`config.mk`:
```
export PLATFORM = sky130hd
export DESIGN_NAME = sbi_secure_bypass
export DESIGN_NICKNAME = d
export VERILOG_FILES = /design/src/logic/sbi_pkg.sv /design/src/logic/sbi_secure_bypass.sv
export VERILOG_INCLUDE_DIRS = /design/src /design/src/logic
export SDC_FILE = /design/constraint.sdc
export NUM_CORES = 1
export LEC_CHECK = 0
export BUFFER_PORTS_ARGS = -buffer_cell sky130_fd_sc_hd__buf_2
export CAP_MARGIN = 15
export CORE_MARGIN = 4
export CORE_UTILIZATION = 56
export DETAILED_ROUTE_END_ITERATION = 16
export PLACE_DENSITY = 0.93
export SKIP_LAST_GASP = 1
export SLEW_MARGIN = 25
export SYNTH_ARGS = -nofsm -noshare
export SYNTH_HDL_FRONTEND = slang
export SYNTH_SLANG_ARGS = --single-unit
```
`constraint.sdc`:
```
create_clock -name i_core_clk -period 5.2 [get_ports i_core_clk]
set_input_delay 1.04 -clock i_core_clk [delete_from_list [all_inputs] [get_ports i_core_clk]]
set_output_delay 1.04 -clock i_core_clk [all_outputs]
set_load 0.005 [all_outputs]
```
`src/logic/sbi_regs.svh`:
```
// register offsets, field positions, reset values and codes of the secure
// bypass register bank; definitions only, included by its bare name
`ifndef SBI_REGS_SVH
`define SBI_REGS_SVH

// -------------------------------------------------------------------------
// offsets (byte addresses on the memory-mapped port)
// -------------------------------------------------------------------------
`define SBI_ADDR_W 16
`define SBI_OFF_BYPASS 16'h8044
`define SBI_OFF_ALT_TAG 16'h8048
`define SBI_OFF_IRQ_EN 16'h8050
`define SBI_OFF_IRQ_ACK 16'h8054

// -------------------------------------------------------------------------
// bypass attribute fields
// -------------------------------------------------------------------------
`define SBI_BP_UPDATE 31
`define SBI_BP_ABORT 20
`define SBI_BP_INSTR_HI 19
`define SBI_BP_INSTR_LO 18
`define SBI_BP_PRIV_HI 17
`define SBI_BP_PRIV_LO 16
`define SBI_BP_SEC_HI 15
`define SBI_BP_SEC_LO 14
`define SBI_BP_SH_HI 13
`define SBI_BP_SH_LO 12
`define SBI_BP_ALLOC_EN 11
`define SBI_BP_ALLOC_R 10
`define SBI_BP_ALLOC_W 9
`define SBI_BP_ALLOC_T 8
`define SBI_BP_MT_EN 4
`define SBI_BP_MATTR_HI 3
`define SBI_BP_MATTR_LO 0
`define SBI_BP_WMASK 32'h801f_ff1f
// abort set for deny-by-default, shareability keeps incoming, rest zero
`define SBI_BP_RESET 32'h0010_1000

// -------------------------------------------------------------------------
// interrupt enable fields
// -------------------------------------------------------------------------
`define SBI_IRQ_EVQ 2
`define SBI_IRQ_GERR 0
`define SBI_IRQ_WMASK 32'h0000_0005
`define SBI_IRQ_RESET 32'h0000_0000
`define SBI_ALT_RESET 32'h0000_0000

// -------------------------------------------------------------------------
// override codes and memory types
// -------------------------------------------------------------------------
`define SBI_OVR_FORCE_A 2'b10
`define SBI_OVR_FORCE_B 2'b11
`define SBI_SH_NON 2'b00
`define SBI_SH_KEEP 2'b01
`define SBI_SH_OUTER 2'b10
`define SBI_SH_INNER 2'b11
`define SBI_MT_NORMAL_WB 4'hf
`define SBI_MT_NORMAL_WT 4'ha

`endif

```
`src/logic/sbi_pkg.sv`:
```
// types shared by the secure bypass register bank
// assumes the constants header is compiled alongside
package sbi_pkg;

  // -----------------------------------------------------------------------
  // transaction attributes
  // -----------------------------------------------------------------------
  typedef struct packed {
    logic instr;
    logic priv;
    logic non_secure;
    logic [1:0] share;
    logic [3:0] mem_type;
    logic read_allocate_hint;
    logic write_allocate_hint;
    logic transient_hint;
  } sbi_attr_t;

  typedef struct packed {
    logic secure_stream;
    logic is_write;
    sbi_attr_t attr;
  } sbi_txn_in_t;

  typedef struct packed {
    logic abort;
    logic bypassed;
    sbi_attr_t attr;
    logic [31:0] implementation_tag;
  } sbi_txn_out_t;

  typedef enum logic {
    SBI_UPD_IDLE,
    SBI_UPD_APPLY
  } sbi_upd_state_t;

endpackage

```
`src/logic/sbi_secure_bypass.sv`:
```
// secure bypass attribute, alternate tag and interrupt enable registers,
// plus the bypass attribute path for secure stream transactions
// assumes all inputs come from logic on i_core_clk; one access per request
`timescale 1ns/1ps
`include "sbi_regs.svh"

module sbi_secure_bypass (
  input wire logic i_core_clk,
  input wire logic i_srst,
  input wire logic i_req_valid,
  input wire logic i_req_write,
  input wire logic i_req_secure,
  input wire logic [`SBI_ADDR_W-1:0] i_req_addr,
  input wire logic [31:0] i_req_wdata,
  output logic o_rsp_valid,
  output logic [31:0] o_rsp_rdata,
  input wire logic i_translation_enable,
  input wire logic i_attribute_override_capable,
  input wire logic i_txn_valid,
  input wire sbi_pkg::sbi_txn_in_t i_txn,
  output logic o_txn_valid,
  output sbi_pkg::sbi_txn_out_t o_txn,
  output logic o_event_queue_irq_enable,
  output logic o_global_error_irq_enable
);

  // -----------------------------------------------------------------------
  // register state
  // -----------------------------------------------------------------------
  logic [31:0] bypass_reg;
  logic [31:0] next_bypass_reg;
  logic [31:0] bypass_live;
  logic [31:0] next_bypass_live;
  logic [31:0] alt_tag;
  logic [31:0] next_alt_tag;
  logic [31:0] irq_en;
  logic [31:0] next_irq_en;
  logic [31:0] irq_ack;
  logic [31:0] next_irq_ack;
  sbi_pkg::sbi_upd_state_t upd_state;
  sbi_pkg::sbi_upd_state_t next_upd_state;
  logic wr_ok;
  logic rd_ok;
  logic wr_alt_tag;
  logic wr_irq_en;

  // -----------------------------------------------------------------------
  // request decode
  // -----------------------------------------------------------------------
  // non-secure requests neither store nor see anything
  always_comb begin
    wr_ok = i_req_valid && i_req_write && i_req_secure;
    rd_ok = i_req_valid && !i_req_write && i_req_secure;
    // the acknowledge offset and unmapped offsets decode to no store at all
    wr_alt_tag = wr_ok && i_req_addr == `SBI_OFF_ALT_TAG;
    wr_irq_en = wr_ok && i_req_addr == `SBI_OFF_IRQ_EN;
  end

  // -----------------------------------------------------------------------
  // bypass attribute update sequencing
  // -----------------------------------------------------------------------
  // readback and live set are kept apart so that a write without the
  // update flag never disturbs traffic already in flight
  always_comb begin
    next_bypass_reg = bypass_reg;
    next_bypass_live = bypass_live;
    next_upd_state = upd_state;
    unique case (upd_state)
      sbi_pkg::SBI_UPD_IDLE: begin
        // writes land only while no update is outstanding
        if (wr_ok && i_req_addr == `SBI_OFF_BYPASS
            && !bypass_reg[`SBI_BP_UPDATE]) begin
          next_bypass_reg = i_req_wdata & `SBI_BP_WMASK;
          if (i_req_wdata[`SBI_BP_UPDATE]) begin
            next_upd_state = sbi_pkg::SBI_UPD_APPLY;
          end
        end
      end
      sbi_pkg::SBI_UPD_APPLY: begin
        // the path switches to the new set here, on the same edge as the flag drops
        next_bypass_live = bypass_reg;
        next_bypass_reg[`SBI_BP_UPDATE] = 1'b0;
        next_upd_state = sbi_pkg::SBI_UPD_IDLE;
      end
    endcase
  end

  always_ff @(posedge i_core_clk) begin
    if (i_srst) begin
      bypass_reg <= `SBI_BP_RESET;
      bypass_live <= `SBI_BP_RESET;
      upd_state <= sbi_pkg::SBI_UPD_IDLE;
    end else begin
      bypass_reg <= next_bypass_reg;
      bypass_live <= next_bypass_live;
      upd_state <= next_upd_state;
    end
  end

  // -----------------------------------------------------------------------
  // alternate bypass tag
  // -----------------------------------------------------------------------
  // plain storage; a new tag reaches bypassed traffic on the next edge,
  // without waiting for an attribute update
  always_comb begin
    next_alt_tag = alt_tag;
    if (wr_alt_tag) begin
      next_alt_tag = i_req_wdata;
    end
  end

  always_ff @(posedge i_core_clk) begin
    if (i_srst) begin
      alt_tag <= `SBI_ALT_RESET;
    end else begin
      alt_tag <= next_alt_tag;
    end
  end

  // -----------------------------------------------------------------------
  // interrupt enables and acknowledge
  // -----------------------------------------------------------------------
  always_comb begin
    next_irq_en = irq_en;
    if (wr_irq_en) begin
      next_irq_en = i_req_wdata & `SBI_IRQ_WMASK;
    end
    // acknowledge catches up one cycle after the enable is stored,
    // the same edge at which the enable outputs change
    next_irq_ack = irq_en & `SBI_IRQ_WMASK;
  end

  always_ff @(posedge i_core_clk) begin
    if (i_srst) begin
      irq_en <= `SBI_IRQ_RESET;
      irq_ack <= `SBI_IRQ_RESET;
    end else begin
      irq_en <= next_irq_en;
      irq_ack <= next_irq_ack;
    end
  end

  // -----------------------------------------------------------------------
  // read response
  // -----------------------------------------------------------------------
  logic next_rsp_valid;
  logic [31:0] next_rsp_rdata;

  always_comb begin
    next_rsp_valid = i_req_valid;
    next_rsp_rdata = 32'h0000_0000;
    if (rd_ok) begin
      unique case (i_req_addr)
        `SBI_OFF_BYPASS: next_rsp_rdata = bypass_reg;
        `SBI_OFF_ALT_TAG: next_rsp_rdata = alt_tag;
        `SBI_OFF_IRQ_EN: next_rsp_rdata = irq_en;
        `SBI_OFF_IRQ_ACK: next_rsp_rdata = irq_ack;
        default: next_rsp_rdata = 32'h0000_0000;
      endcase
    end
  end

  always_ff @(posedge i_core_clk) begin
    if (i_srst) begin
      o_rsp_valid <= 1'b0;
      o_rsp_rdata <= 32'h0000_0000;
    end else begin
      o_rsp_valid <= next_rsp_valid;
      o_rsp_rdata <= next_rsp_rdata;
    end
  end

  // -----------------------------------------------------------------------
  // interrupt enable outputs
  // -----------------------------------------------------------------------
  logic next_event_queue_irq_enable;
  logic next_global_error_irq_enable;

  // outputs move on the same edge as the acknowledge, so software that
  // polls the acknowledge never sees it ahead of the enable in effect
  always_comb begin
    next_event_queue_irq_enable = irq_en[`SBI_IRQ_EVQ];
    next_global_error_irq_enable = irq_en[`SBI_IRQ_GERR];
  end

  always_ff @(posedge i_core_clk) begin
    if (i_srst) begin
      o_event_queue_irq_enable <= 1'b0;
      o_global_error_irq_enable <= 1'b0;
    end else begin
      o_event_queue_irq_enable <= next_event_queue_irq_enable;
      o_global_error_irq_enable <= next_global_error_irq_enable;
    end
  end

  // -----------------------------------------------------------------------
  // bypass attribute path
  // -----------------------------------------------------------------------
  sbi_pkg::sbi_txn_out_t next_txn;
  sbi_pkg::sbi_attr_t attr;
  logic bypass;
  logic [1:0] instr_data_override;
  logic [1:0] privilege_override;
  logic [1:0] security_override;
  logic [1:0] shareability_override;
  logic [3:0] allocation_hint_override;
  logic cacheable;
  logic instr_pick;
  logic priv_pick;
  logic sec_pick;

  // -----------------------------------------------------------------------
  // override decoders
  // -----------------------------------------------------------------------
  // the instruction, privilege and security overrides each have their own instance of the keep/force decoder
  sbi_ovr_pick u_instr_pick (
    .i_code(instr_data_override),
    .i_incoming(i_txn.attr.instr),
    .o_value(instr_pick)
  );

  sbi_ovr_pick u_priv_pick (
    .i_code(privilege_override),
    .i_incoming(i_txn.attr.priv),
    .o_value(priv_pick)
  );

  sbi_ovr_pick u_sec_pick (
    .i_code(security_override),
    .i_incoming(i_txn.attr.non_secure),
    .o_value(sec_pick)
  );

  // the path is one register deep so that o_txn lines up with o_txn_valid;
  // attributes are computed every cycle, valid or not

  always_comb begin
    instr_data_override = bypass_live[`SBI_BP_INSTR_HI:`SBI_BP_INSTR_LO];
    privilege_override = bypass_live[`SBI_BP_PRIV_HI:`SBI_BP_PRIV_LO];
    // readback keeps the written value, the path ignores it if incapable
    security_override = i_attribute_override_capable
        ? bypass_live[`SBI_BP_SEC_HI:`SBI_BP_SEC_LO] : 2'b00;
    shareability_override = bypass_live[`SBI_BP_SH_HI:`SBI_BP_SH_LO];
    allocation_hint_override = bypass_live[`SBI_BP_ALLOC_EN:`SBI_BP_ALLOC_T];
    bypass = i_txn.secure_stream && !i_translation_enable;
    attr = i_txn.attr;
    if (bypass) begin
      if (bypass_live[`SBI_BP_MT_EN]) begin
        attr.mem_type = bypass_live[`SBI_BP_MATTR_HI:`SBI_BP_MATTR_LO];
      end
      // writes carry no instruction meaning, so the override skips them
      if (i_txn.is_write) begin
        attr.instr = 1'b0;
      end else begin
        attr.instr = instr_pick;
      end
      attr.priv = priv_pick;
      attr.non_secure = sec_pick;
      unique case (shareability_override)
        `SBI_SH_NON: attr.share = `SBI_SH_NON;
        `SBI_SH_KEEP: attr.share = i_txn.attr.share;
        `SBI_SH_OUTER: attr.share = `SBI_SH_OUTER;
        `SBI_SH_INNER: attr.share = `SBI_SH_INNER;
      endcase
    end
    // hints only mean something for cacheable normal memory
    cacheable = attr.mem_type == `SBI_MT_NORMAL_WB
        || attr.mem_type == `SBI_MT_NORMAL_WT;
    if (bypass && cacheable && allocation_hint_override[3]) begin
      attr.read_allocate_hint = allocation_hint_override[2];
      attr.write_allocate_hint = allocation_hint_override[1];
      attr.transient_hint = allocation_hint_override[0];
    end
    next_txn.attr = attr;
    next_txn.bypassed = bypass;
    next_txn.abort = bypass && bypass_live[`SBI_BP_ABORT];
    next_txn.implementation_tag = bypass ? alt_tag : 32'h0000_0000;
  end

  always_ff @(posedge i_core_clk) begin
    if (i_srst) begin
      o_txn_valid <= 1'b0;
      o_txn <= '0;
    end else begin
      o_txn_valid <= i_txn_valid;
      o_txn <= next_txn;
    end
  end

endmodule

// -------------------------------------------------------------------------
// two-bit override decoder
// -------------------------------------------------------------------------
// codes 00 and 01 both keep the incoming value; the reserved code is
// treated as keep rather than trapped, so no code is illegal here
module sbi_ovr_pick #(
  parameter logic FORCE_A_VALUE = 1'b0
) (
  input wire logic [1:0] i_code,
  input wire logic i_incoming,
  output logic o_value
);

  always_comb begin
    unique case (i_code)
      `SBI_OVR_FORCE_A: o_value = FORCE_A_VALUE;
      `SBI_OVR_FORCE_B: o_value = !FORCE_A_VALUE;
      default: o_value = i_incoming;
    endcase
  end

endmodule

```
==> key figures <==
Route
  – Initial DRC count: between 200 and 300
  – ANT nets after route: 0
  – Post-DR vias/cell: roughly 5.5
  – DR vias: 4555
  – DRT Pass-1 Iters: 5
  – Total wire length: 14100 um
  – Post-route DRC violation count: 0
  – Mean routed wirelength per cell: 16.8 um

Synth
  – Seq/Total Area, Yosys: 0.561
  – Main combinational cell family by area after synthesis: simple AND/OR/NAND/NOR gates
  – Synth Area in Compound Gates: 0.111
  – Synth Area in Adders: 0
  – Mux cell area share after synthesis: 0.0790
  – Synthesized cell area: 5500 um^2
  – Post-synthesis simple-gate area fraction: 0.210
  – Yosys cell types: 43
  – Yosys top cell by area: dfxtp_1
  – FF+latch count, synth: about 150
  – Average size of a mapped cell: 9.87 um^2
  – Synth top area share: 0.561
  – Synth Instances: 557
  – Yosys warnings: 0
  – Synth area leaders: dfxtp_1 56%, mux2i_1 7.3%, and2_1 5.3%
  – Syn nets: 627
  – XOR/XNOR Fraction of Synth Area: 0.00319

STA
  – Period utilization: 0.487
  – RSZ-0062 raised after global routing: false
  – Number of setup violations in the final report: 0
  – Worst Tran Pin Value: 1.00 ns
  – Final Hold Viols: 0
  – Max Fclk: 395 MHz
  – Clock skew: 0.00707 ns
  – Setup TNS Final: 0 ns
  – Final Max Tran Viols: 0
  – Rel. slew slack: 0.332
  – Hold_ws: 0.468 ns
  – Min Tclk post-route: around 2.5 ns

CTS
  – Hold Buf Count CTS: 0
  – Post-CTS resize count: 0
  – Post-CTS Setup Inserts: 0
  – Clk_lat worst skew: 0.52 ns
  – Worst-path clk slew: 0.06 ns
  – Clock sink count: around 150
  – H-Tree Level Count: 4
  – CTS buffer count: 17
  – CTS tree: done
  – Clock Tree Root: clkbuf_8
  – CTS max path bufs: 2

Global routing
  – First-pass GRT wire length: 22500 um
  – Vias in the first global route: 4560
  – Initial antenna violation count: 1
  – All-layer global routing usage: 0.250
  – Total grt overflow: 0
  – Largest net degree at the start of global routing: 61

Cells and area
  – Share of layout cells above drive strength 1: 0.284
  – Syn-to-layout area delta: 25.7%
  – Max reg flops: 46
  – Commonest non-fill, non-tap cell in the layout: dfxtp_1
  – Number of diodes: 0
  – Reg with most FFs: o_txn
  – Most frequent cells in the layout: 153 x dfxtp_1, 151 x buf_2, 47 x nor2_1
  – Biggest regs: o_txn x46, alt_tag x32, o_rsp_rdata x32
  – Nets: 762

Power
  – Switching share of power: 0.216
  – Clk pwr share: 0.502
  – Sw power: ~0.56 mW
  – Int Pwr: roughly 2.0 mW
  – VDD IR max: about 0.00025 V
  – Gate power share: 0.036
  – Power Density: 372 nW/um^2
  – Sequential power share: 0.462
  – P_leak: around 2.8 nW

Die
  – # IOs: around 150
  – Core footprint: between 9000 and 10000 um^2
  – DIE WIDTH: about 110 um
  – Die Ht: approximately 110 um
  – Initial core utilization: 0.584
  – # rows: 35
  – DIE AREA: 11500 um^2

Worst setup path
  – WS Path Type: in -> reg
  – Crit path launch: i_req_addr[2]
  – Worst setup EP type: flop
  – Arrival time worst endpoint: 2.91 ns
  – Crit Path Max Fanout: 32
  – Type of origin of the critical path: input port
  – Crit path required time: roughly 5.6 ns
  – FF-to-FF Start: upd_state$_SDFF_PP0_

Hold path
  – Hold Crit Class: reg -> reg
  – Worst Hold Launch: alt_tag[28]$_SDFFE_PP0P_

Job
  – Max cap viols: 0

Placement
  – Detail Placement HPWL: 9560 um
  – Port Buf Inserts: 151
  – GPL Wtd Cong: 0.859

Run status
  – Status: complete, no violations
[worst paths after layout]
| path | slack (ns) | to | depth (start not counted) |
|---|---|---|---|
| worst max-delay path | 2.67 | alt_tag[12]$_SDFFE_PP0P_ | 6 |
| worst min-delay path | 0.47 | o_txn[28]$_SDFF_PP0_ | 1 |
| worst max register to register | 3.80 | bypass_reg[9]$_SDFFE_PP0P_ | 3 |
| worst min register to register | 0.47 | o_txn[28]$_SDFF_PP0_ | 1 |
[routing by layer]
layer | share of wire | vias up | track usage
li1 | - | 2188 | -
met1 | 0.40 | 2152 | 0.291
met2 | 0.51 | 191 | 0.442
met3 | 0.074 | 22 | 0.0704
met4 | 0.016 | 2 | 0.0795
met5 | 0.00085 | - | 0
[cells in the mapped netlist (all sizes together)]
master	number
dfxtp	154
nor2	48
and2	47
nand3	42
a21oi	40
mux2i	40
o21ai	37
nand2b	36
clkbuf	32
a22oi	17
buf	9
nor2b	8
nand2	5
nor4	4
a32oi	3
mux2	3
nor3	3
nor3b	3
a211o	2
a22o	2
and3	2
inv	2
nand3b	2
or2	2
xnor2	2
a32o	1
a41oi	1
and4	1
and4b	1
and4bb	1
nand4	1
nand4b	1
nor4bb	1
o2111ai	1
o21ba	1
or3	1
or4	1
[cells by family (layout without fill, tap and decap cells)]
kind of cell / count (synthesis) / count (layout)
and+or+nand+nor: 210 / 210
DFF: 154 / 154
AOI/OAI and AO/OA: 105 / 105
muxes: 43 / 43
buffers and inverters: 43 / 191
xor gates and xnor gates: 2 / 2
[power groups by stage]
| stage | combinational, mW | clock (mW) | sequential, mW |
|---|---|---|---|
| 5_1_grt | 0.101 | 1.36 | 1.19 |
| 3_5_place_dp | 0.0912 | 0 | 1.21 |
| 6_report | 0.0918 | 1.29 | 1.19 |
| 4_1_cts | 0.0917 | 1.30 | 1.19 |
| 2_1_floorplan | 0.0403 | 0 | 1.21 |
| 3_3_place_gp | 0.0880 | 0 | 1.21 |
[cell type report]
type	count	area, um^2
sequential	154	3080
fill	691	2500
multi-input combinational	360	2230
timing repair buffer	157	801
clock buffer	17	414
clock inverter	15	211
tap	129	161
inverter	2	7.51
[stage by stage]
stage	setup slack (ns)	area, um^2	total power, mW	instances	util
3_5_place_dp	2.16	6290	1.31	802	0.668
6_report	2.67	6910	2.57	834	0.734
4_1_cts	2.70	6910	2.58	834	0.734
2_1_floorplan	2.64	5500	1.26	557	-
5_1_grt	2.54	6910	2.65	834	0.734
3_3_place_gp	2.28	6280	1.30	802	0.667
[critical path, cell delays in order]
cell	delay, ns
buf_2	0.14
nor2b_1	0.15
buf_4	0.29
nand2_1	0.63
o21ai_0	0.51
a21oi_1	0.13
(Power assumes the default switching activity.)
